===== config.mk =====
export PLATFORM = sky130hd
export DESIGN_NAME = cmbf_top
export DESIGN_NICKNAME = d
export VERILOG_FILES = /design/src/include/cmbf_pkg.sv /design/src/rtl/cmbf_top.sv
export SDC_FILE = /design/constraint.sdc
export NUM_CORES = 1
export LEC_CHECK = 0
export BUFFER_PORTS_ARGS = -buffer_cell sky130_fd_sc_hd__buf_2
export CAP_MARGIN = 20
export CORE_UTILIZATION = 30
export DETAILED_ROUTE_END_ITERATION = 12
export SKIP_CTS_REPAIR_TIMING = 1
export SYNTH_ARGS = -nofsm -noshare
export SYNTH_HDL_FRONTEND = slang
export SYNTH_SLANG_ARGS = --single-unit

===== constraint.sdc =====
create_clock -name pclk -period 3.4 [get_ports pclk]
set_clock_uncertainty 0.2 [all_clocks]
set_input_delay 0.51 -clock pclk [delete_from_list [all_inputs] [get_ports pclk]]
set_output_delay 0.51 -clock pclk [all_outputs]
set_load 0.02 [all_outputs]

===== src/include/cmbf_pkg.sv =====
/*
 Shared constants and carriers for the CAN message buffer block: register
 indices, status and control bit positions, frame field widths and bit timing.
 Assumes an APB register bus with 32-bit data and a 10 MHz pclk.
*/
package cmbf_pkg;
   // Register indices; byte address is four times the index
   localparam logic [5:0] IDX_CTRL     = 6'h01;
   localparam logic [5:0] IDX_STATUS   = 6'h02;
   localparam logic [5:0] IDX_WIN_LO   = 6'h10;  // Descriptor byte
   localparam logic [5:0] IDX_ID1      = 6'h11;
   localparam logic [5:0] IDX_ID2      = 6'h12;
   localparam logic [5:0] IDX_ID3      = 6'h13;
   localparam logic [5:0] IDX_ID4      = 6'h14;
   localparam logic [5:0] IDX_DATA_STD = 6'h13;  // Data byte 1, standard
   localparam logic [5:0] IDX_DATA_EXT = 6'h15;  // Data byte 1, extended
   localparam logic [5:0] IDX_WIN_HI   = 6'h1c;
   localparam int         BUF_BYTES    = 13;
   // Descriptor fields
   localparam int         DESC_FF      = 7;
   localparam int         DESC_RTR     = 6;
   localparam logic [3:0] DLC_MAX      = 4'h8;
   // Control bits (pulse on write) and status bits
   localparam int         CTRL_TX_REQ  = 0;
   localparam int         CTRL_RX_REL  = 1;
   localparam int         ST_TX_BUSY   = 0;
   localparam int         ST_ARB_LOST  = 1;
   localparam int         ST_RX_FULL   = 2;
   localparam int         ST_TX_DONE   = 3;
   localparam int         ST_RX_DROP   = 4;
   // Identifier lengths and serial frame length
   localparam int         ID_STD_BITS  = 11;
   localparam int         ID_EXT_BITS  = 29;
   localparam int         SER_BITS     = 98;   // 29 id + rtr + 4 dlc + 64 data
   // Bit timing
   localparam int         CLK_NS       = 100;
   localparam int         BIT_NS       = 1000;
   localparam int         BIT_CYC      = (BIT_NS + CLK_NS - 1) / CLK_NS;

   // One received frame as delivered by the protocol engine
   typedef struct packed {
      logic             ff;
      logic             rtr;
      logic [3:0]       dlc;
      logic [28:0]      id;
      logic [7:0][7:0]  data;   // data[0] is data byte 1
   } cmbf_frame_s;
endpackage


===== src/rtl/cmbf_top.sv =====
/*
 CAN message buffer: one 13-byte transmit buffer, a one-message receive
 window, and a bit serializer that sends the buffered frame with arbitration.
 Assumes an APB master on pclk, a protocol engine on pclk delivering received
 frames, and an asynchronous bus receive pin that is synchronised here.
*/
// Register access over APB was left to the implementer.
// What this block does
// - Descriptor bit 7 selects extended (1) or standard (0) frame format.
// - Descriptor bit 6 set sends a remote frame, clear sends data frame.
// - Remote frames carry zero data bytes regardless of length field.
// - Data byte count is descriptor bits 3:0, unsigned, range zero to eight.
// - Length above eight sends eight bytes; length field sent as written.
// - Standard uses identifier bits 28..18, extended uses bits 28..0.
// - Identifier bit 28 goes first, then lower bits descending.
// - Lower identifier wins arbitration; dominant zero beats recessive one.
// - Data starts with MSB of data byte 1 at index 19 or 21.
// - Standard id from index 17 and bits 7:5 of index 18.
// - Extended id from indices 17..19 and bits 7:3 of index 20.
// - Oldest received message is readable at indices 16 through 28.
// - Received descriptor: format, remote, zeros in 5:4, length in 3:0.
// - Standard receive index 18: id 20..18, remote bit 4, zeros below.
// - Extended receive indices 17,18 hold id 28..21 and 20..13.
// - Extended receive index 19 id 12..5; index 20 id 4..0, remote, zeros.
// - Received length reported as sent; at most eight data bytes stored.
// - Transmit buffer holds one 13-byte message at indices 16..28.
`timescale 1ns/1ps
module cmbf_top #(
   parameter int ADDR_W  = 8,
   parameter int BIT_DIV = cmbf_pkg::BIT_CYC
) (
   input  wire logic                 pclk,
   input  wire logic                 presetn,
   input  wire logic                 psel,
   input  wire logic                 penable,
   input  wire logic                 pwrite,
   input  wire logic [ADDR_W-1:0]    paddr,
   input  wire logic [31:0]          pwdata,
   output logic      [31:0]          prdata,
   output logic                      pready,
   output logic                      pslverr,
   input  wire logic                 can_rx_in,
   output logic                      can_tx_out,
   input  wire logic                 rx_valid,
   input  wire cmbf_pkg::cmbf_frame_s rx_frame,
   output logic                      rx_ready
);
   initial begin
      if (ADDR_W < 8 || BIT_DIV < 2) $error("cmbf_top: unsupported parameters");
   end

   // Receive window byte for an index, laid out by frame format
   function automatic logic [7:0] win_byte(cmbf_pkg::cmbf_frame_s f, logic [5:0] i);
      logic [7:0] b;
      logic [5:0] d;
      b = 8'h00;
      d = f.ff ? (i - cmbf_pkg::IDX_DATA_EXT) : (i - cmbf_pkg::IDX_DATA_STD);
      if (i == cmbf_pkg::IDX_WIN_LO)
         b = {f.ff, f.rtr, 2'b00, f.dlc};
      else if (i == cmbf_pkg::IDX_ID1)
         b = f.id[28:21];
      else if (i == cmbf_pkg::IDX_ID2 && !f.ff)
         b = {f.id[20:18], f.rtr, 4'h0};
      else if (i == cmbf_pkg::IDX_ID2)
         b = f.id[20:13];
      else if (i == cmbf_pkg::IDX_ID3 && f.ff)
         b = f.id[12:5];
      else if (i == cmbf_pkg::IDX_ID4 && f.ff)
         b = {f.id[4:0], f.rtr, 2'b00};
      else if (d < 6'd8)
         b = f.data[d[2:0]];
      return b;
   endfunction

   // Number of data bytes a frame really carries
   function automatic logic [3:0] data_cnt(logic rtr, logic [3:0] dlc);
      logic [3:0] n;
      n = (dlc > cmbf_pkg::DLC_MAX) ? cmbf_pkg::DLC_MAX : dlc;
      return rtr ? 4'h0 : n;
   endfunction

   logic [7:0]            txb_q [cmbf_pkg::BUF_BYTES];
   cmbf_pkg::cmbf_frame_s rx_q;
   logic                  rx_full_q;
   logic                  rx_drop_q;
   logic                  tx_act_q;
   logic                  arb_lost_q;
   logic                  tx_done_q;
   logic [cmbf_pkg::SER_BITS-1:0] sh_q;
   logic [6:0]            bits_q;
   logic [4:0]            arb_q;
   logic [15:0]           div_q;
   logic                  rx_m_q;
   logic                  rx_s_q;

   // APB decode; the slave always answers in the access cycle
   wire logic [5:0] idx      = paddr[7:2];
   // Shift keeps the check legal when the address is exactly one byte wide
   wire logic       hi_zero  = (paddr >> 8) == '0;
   wire logic       aligned  = (paddr[1:0] == 2'b00) && hi_zero;
   wire logic       in_win   = (idx >= cmbf_pkg::IDX_WIN_LO) && (idx <= cmbf_pkg::IDX_WIN_HI);
   wire logic       is_ctrl  = idx == cmbf_pkg::IDX_CTRL;
   wire logic       is_stat  = idx == cmbf_pkg::IDX_STATUS;
   wire logic       mapped   = aligned && (in_win || is_ctrl || is_stat);
   wire logic       acc      = psel && penable;
   wire logic       wr_win   = acc && pwrite && aligned && in_win;
   wire logic       wr_ctrl  = acc && pwrite && aligned && is_ctrl;
   wire logic [3:0] win_off  = 4'(idx - cmbf_pkg::IDX_WIN_LO);
   assign pready  = 1'b1;
   assign pslverr = acc && !mapped;

   // Status word is the block's own state
   wire logic [7:0] status = {3'b000, rx_drop_q, tx_done_q, rx_full_q, arb_lost_q, tx_act_q};
   wire logic [7:0] rd_byte = !aligned ? 8'h00 :
                              in_win   ? (rx_full_q ? win_byte(rx_q, idx) : 8'h00) :
                              is_stat  ? status : 8'h00;
   assign prdata = {24'h00_0000, rd_byte};

   // Transmit buffer load, one message of 13 bytes
   always_ff @(posedge pclk or negedge presetn) begin
      if (!presetn) begin
         for (int k = 0; k < cmbf_pkg::BUF_BYTES; k++) txb_q[k] <= 8'h00;
      end else if (wr_win && !tx_act_q) begin
         txb_q[win_off] <= pwdata[7:0];
      end
   end

   // Transmit frame assembly from the buffer
   wire logic        t_ff   = txb_q[0][cmbf_pkg::DESC_FF];
   wire logic        t_rtr  = txb_q[0][cmbf_pkg::DESC_RTR];
   wire logic [3:0]  t_dlc  = txb_q[0][3:0];
   wire logic [10:0] id_std = {txb_q[1], txb_q[2][7:5]};
   wire logic [28:0] id_ext = {txb_q[1], txb_q[2], txb_q[3], txb_q[4][7:3]};
   wire logic [63:0] d_std  = {txb_q[3], txb_q[4], txb_q[5], txb_q[6],
                               txb_q[7], txb_q[8], txb_q[9], txb_q[10]};
   wire logic [63:0] d_ext  = {txb_q[5], txb_q[6], txb_q[7], txb_q[8],
                               txb_q[9], txb_q[10], txb_q[11], txb_q[12]};
   wire logic [3:0]  t_n    = data_cnt(t_rtr, t_dlc);
   wire logic [cmbf_pkg::SER_BITS-1:0] ser_std = {id_std, t_rtr, t_dlc, d_std, 18'h0_0000};
   wire logic [cmbf_pkg::SER_BITS-1:0] ser_ext = {id_ext, t_rtr, t_dlc, d_ext};
   wire logic [4:0]  id_len = t_ff ? 5'(cmbf_pkg::ID_EXT_BITS) : 5'(cmbf_pkg::ID_STD_BITS);
   wire logic [6:0]  t_bits = 7'(id_len) + 7'd5 + {t_n, 3'b000};
   wire logic        tx_go  = wr_ctrl && pwdata[cmbf_pkg::CTRL_TX_REQ] && !tx_act_q;

   // Bus receive pin synchroniser
   always_ff @(posedge pclk or negedge presetn) begin
      if (!presetn) begin
         rx_m_q <= 1'b1;
         rx_s_q <= 1'b1;
      end else begin
         rx_m_q <= can_rx_in;
         rx_s_q <= rx_m_q;
      end
   end

   // Bit time enable from a divider; restarts with each frame
   wire logic bit_en = tx_act_q && (div_q == 16'(BIT_DIV - 1));
   always_ff @(posedge pclk or negedge presetn) begin
      if (!presetn) div_q <= 16'h0000;
      else if (!tx_act_q || bit_en) div_q <= 16'h0000;
      else div_q <= div_q + 16'h0001;
   end

   // Recessive one sent but dominant zero seen while in arbitration
   wire logic in_arb = arb_q != 5'h00;
   wire logic lose   = bit_en && in_arb && sh_q[cmbf_pkg::SER_BITS-1] && !rx_s_q;
   wire logic last   = bit_en && (bits_q == 7'h01);

   // Serializer: MSB first, identifier then rtr, length and data
   always_ff @(posedge pclk or negedge presetn) begin
      if (!presetn) begin
         tx_act_q   <= 1'b0;
         sh_q       <= '0;
         bits_q     <= 7'h00;
         arb_q      <= 5'h00;
      end else if (tx_go) begin
         tx_act_q   <= 1'b1;
         sh_q       <= t_ff ? ser_ext : ser_std;
         bits_q     <= t_bits;
         arb_q      <= id_len;
      end else if (lose || last) begin
         tx_act_q   <= 1'b0;
         arb_q      <= 5'h00;
      end else if (bit_en) begin
         sh_q       <= {sh_q[cmbf_pkg::SER_BITS-2:0], 1'b0};
         bits_q     <= bits_q - 7'h01;
         arb_q      <= in_arb ? arb_q - 5'h01 : 5'h00;
      end
   end
   assign can_tx_out = tx_act_q ? sh_q[cmbf_pkg::SER_BITS-1] : 1'b1;

   // Sticky transmit outcome; a new request clears both
   always_ff @(posedge pclk or negedge presetn) begin
      if (!presetn) begin
         arb_lost_q <= 1'b0;
         tx_done_q  <= 1'b0;
      end else begin
         arb_lost_q <= lose || (arb_lost_q && !tx_go);
         tx_done_q  <= last || (tx_done_q && !tx_go);
      end
   end

   // Receive window: one held message, released by software.
   // A frame arriving in the release cycle is taken, so none is lost.
   wire logic rel = wr_ctrl && pwdata[cmbf_pkg::CTRL_RX_REL];
   assign rx_ready = !rx_full_q || rel;
   wire logic take = rx_valid && rx_ready;
   wire logic [3:0] r_n = data_cnt(rx_frame.rtr, rx_frame.dlc);
   always_ff @(posedge pclk or negedge presetn) begin
      if (!presetn) begin
         rx_q      <= '0;
         rx_full_q <= 1'b0;
         rx_drop_q <= 1'b0;
      end else begin
         if (take) begin
            rx_q.ff  <= rx_frame.ff;
            rx_q.rtr <= rx_frame.rtr;
            rx_q.dlc <= rx_frame.dlc;
            rx_q.id  <= rx_frame.ff ? rx_frame.id : {rx_frame.id[28:18], 18'h0_0000};
            for (int k = 0; k < 8; k++)
               rx_q.data[k] <= (4'(k) < r_n) ? rx_frame.data[k] : 8'h00;
         end
         rx_full_q <= take || (rx_full_q && !rel);
         rx_drop_q <= (rx_valid && !rx_ready) || (rx_drop_q && !rel);
      end
   end

   // Checks
   logic [10:0] id_start;
   assign id_start = t_ff ? id_ext[28:18] : id_std;
   wire logic rd_acc = acc && !pwrite && aligned && rx_full_q;
endmodule // cmbf_top


==> impl_metrics.toml <==
[layout]
drive_gt1_share_pct = 23.0
fin_nets = 1854
final-instance-count-excl-fill = 2414
design_area_um2 = 18900
fillCellCount = 5343
area_delta_synth_final_pct = 18.4

[synthesis]
synth-edff-count = 0
ys_types = 66
synthTopCellsByArea = "dfrtp_1, mux2_2, nand2_1, o21ai_0, mux2i_1"
yosysWarnings = 0
synthFlopType = "dfrtp_1"
yosysTopAreaCell = "dfrtp_1"
yosysTopAreaCellShare_pct = 52.1
yosysSeqAreaShare_pct = 52.4
syn_inst = 1571
synth_seq_cells = 334
postSynthAreaPerCell_um2 = 10.2
synth_async_sr_flop_share_pct = 100
netlist_area_um2 = 16000

[global_routing]
first_global_vias = 11500
grt_max_degree = 98
grt_pass1_wl_um = 62000
grt.overflow.total = 0
track_usage_pct = 14.4
antenna_found_initial = 3

[detailed_routing]
final_antenna_net_count = 0
num_vias = 11600
wl_um = 38300
avgViaCountPerCell = 4.79
drc_errors = 0
drtIter0Drc = 733
post_drt_wl_per_cell_um = 15.9
first_pass_iters = 5

[clock_network]
clk_pin_slew_worst_paths_ns = 0.06
cts_buffer_depth = 3
cts_sinks = 334
cts_root_buf = "clkbuf_16"
cts-buffers-inserted = 37
clock_latency_ns = 0.54
h-tree-depth = 2
tritoncts = "built"

[critical_path]
cpPeakStageDelay_ns = 0.40
reg2reg_depth = 10
worstPathMaxFanout = 7
cp_slowest_cell = "dfrtp_1"
crit_family = "multiplexers"
crit_type = "flop to output port"
crit_path_end_kind = "output port"
r2r_slack_ns = 0.70
worstPathRequired_ns = 2.69
path_cells = "buf_6 > xor2_4 > buf_12 > mux4_2 > mux2_2 > a221oi_2 > o31ai_1 > buf_2"
crit_arrival_ns = 2.63
crit_buf_inv = 3
timing.rr.end = "sh_q[39]$_DFFE_PN0P_"
critPathLaunchType = "flop"
worstReg2RegStart = "arb_q[0]$_DFFE_PN0P_"

[pwr]
p_per_area_nw_per_um2 = 447
combPwrFrac_pct = 5.1
p_sw_uw = 1900
p_seq_share_pct = 47.2
pwr-share-clk_pct = 47.7
ir_drop_v = 0.000278
sw_frac_of_total_pct = 22.5
internal_power_uw = 6540
total_leakage_power_uw = 0.00896

[sta]
hold_viol = 1
max_freq_mhz = 299
slew_violations = 0
tightest_slew_ns = 0.776
tns_ns = 0
post-route-period-util_pct = 98.3
hold_ws_ns = -0.00204
grt_setup_unrepaired = "true"
min_period_ns = 3.34
final-setup-viol-count = 0
relSlewSlack_pct = 48.3

[placement]
postPlaceCellArea_um2 = 17500
port_buffers = 132
placedCellCount = 2333
gp_congestion = 0.872
dp_hpwl_um = 25700

[floorplanning]
core-area_um2 = 52600
num_rows = 84
die_h_um = 233
die_w_um = 233
initial_core_util_pct = 30.4
die-area_um2 = 54100
ioPinCount = 182

[hold_path]
hold_path.class = "input port to flop"
min_from = "rx_frame[4]"
holdPathStages = 2
worstHoldEndpoint = "rx_q[4]$_DFFE_PN0P_"

[status]
status = "finished with violations"
violations = "hold timing"

[run]
cap_violations = 0
==> final cells by class <==
class	instances	area (um2)	share of cell area, %
diodes	2	5.00	0.0265
multi-input cells	1115	7070	37.4
clock buffers	56	1110	5.87
inverters	20	75.1	0.397
well taps	688	861	4.56
repair buffers	189	1300	6.89
clock inverters	10	108	0.569
flip-flops and latches	334	8360	44.3
==> worst max path at each step <==
stage / from / to / slack [ns] / cells past startpoint
after global routing: rx_q[98]$_DFFE_PN0P_ / prdata[7] / -0.02 / 7
final: rx_q[98]$_DFFE_PN0P_ / prdata[4] / 0.06 / 8
after floorplan: paddr[2] / prdata[3] / 0.05 / 9
after CTS: rx_q[98]$_DFFE_PN0P_ / prdata[4] / -0.15 / 8
after global placement: paddr[2] / prdata[4] / -0.05 / 10
after detailed placement: paddr[2] / prdata[4] / -0.05 / 9
==> sequential cells by signal (all words and copies together) (netlist names) <==
register    flops
rx_q           99
sh_q           98
d_ext          64
d_std          16
div_q          16
id_ext         16
bits_q          7
arb_q           5
ser_ext         5
arb_lost_q      1
rx_drop_q       1
rx_full_q       1
rx_m_q          1
rx_s_q          1
t_ff            1
tx_act_q        1
tx_done_q       1
==> cells by family after synthesis <==
| kind of cell | synth area share [%] |
|---|---|
| AND/OR/NAND/NOR | 13.0 |
| flip-flops | 52.4 |
| other | 0.0471 |
| multiplexers | 16.1 |
| XOR/XNOR | 1.04 |
| AO/OA/AOI/OAI | 12.2 |
| adder cells (fa/ha/maj) | 0.862 |
| buffers and inverters | 4.37 |
==> through the flow <==
step	total power, uW	util [%]	setup WS (ns)	hold WS (ns)
2_1_floorplan	4230	-	0.0474	0.0144
3_3_place_gp	4460	33.3	-0.0508	0.159
3_5_place_dp	4470	33.3	-0.0469	0.160
4_1_cts	8530	35.6	-0.146	-0.185
5_1_grt	8730	36.0	-0.0152	0.000713
6_report	8440	36.0	0.0563	-0.00204
==> power by group through the flow <==
stage	combinational, uW	sequential (uW)	clock [uW]
3_5_place_dp	408	4060	0
3_3_place_gp	405	4060	0
4_1_cts	410	3990	4130
5_1_grt	471	3990	4280
6_report	427	3990	4030
2_1_floorplan	166	4060	0
==> worst reg2reg max path: stages, from the launching register on <==
cell	delay, ns
dfrtp_1	0.41
inv_1	0.07
ha_1	0.17
or4b_4	0.50
a32oi_4	0.36
and2_1	0.22
o21ai_4	0.08
buf_12	0.18
buf_12	0.21
nand2_1	0.08
o21ai_0	0.08
==> layer usage <==
layer | track usage (%) | up-vias | share of wire (%)
met4 | 4.27 | 4 | 2.1
li1 | - | 5635 | -
met2 | 22.8 | 253 | 46
met5 | 0 | - | 0.057
met1 | 20.0 | 5615 | 47
met3 | 2.35 | 60 | 4.7
==> synth_stat cells, types with 3 or more instances <==
| master | count |
|---|---|
| nand2b_1 | 6 |
| mux4_2 | 16 |
| a31oi_1 | 3 |
| inv_1 | 20 |
| a211oi_1 | 3 |
| dfrtp_1 | 332 |
| buf_4 | 26 |
| mux2_2 | 121 |
| a22o_1 | 8 |
| ha_1 | 11 |
| nor3_1 | 9 |
| o21ai_1 | 38 |
| and3_1 | 28 |
| and2_1 | 6 |
| o211ai_1 | 4 |
| nand3_1 | 16 |
| buf_2 | 26 |
| xnor2_1 | 9 |
| nor2_1 | 41 |
| nand2_1 | 349 |
| buf_1 | 4 |
| o21ai_0 | 224 |
| buf_6 | 3 |
| nor2b_1 | 7 |
| mux2i_1 | 85 |
| nand4_1 | 5 |
| clkbuf_1 | 65 |
| a21oi_1 | 45 |
| xor2_1 | 10 |
==> cells in the final DEF, fill, tap and decap left out, types with 5 or more instances in the layout <==
| cell | instances |
|---|---|
| o21ai_1 | 40 |
| nor2_1 | 41 |
| buf_12 | 13 |
| mux2_2 | 120 |
| clkinv_2 | 6 |
| dfrtp_1 | 331 |
| dlygate4sd3_1 | 8 |
| o21ai_0 | 222 |
| nor2b_1 | 7 |
| and3_1 | 27 |
| conb_1 | 25 |
| and2_1 | 6 |
| inv_1 | 20 |
| nand2_1 | 348 |
| clkbuf_8 | 7 |
| buf_4 | 34 |
| nand4_1 | 5 |
| a22o_1 | 8 |
| a21oi_1 | 45 |
| clkbuf_16 | 40 |
| nand3_1 | 16 |
| ha_1 | 10 |
| xnor2_1 | 8 |
| clkbuf_1 | 10 |
| buf_2 | 131 |
| nor3_1 | 9 |
| xor2_1 | 9 |
| nand2b_1 | 6 |
| mux2i_1 | 83 |
| mux4_2 | 16 |
(Power assumes the default switching activity.)
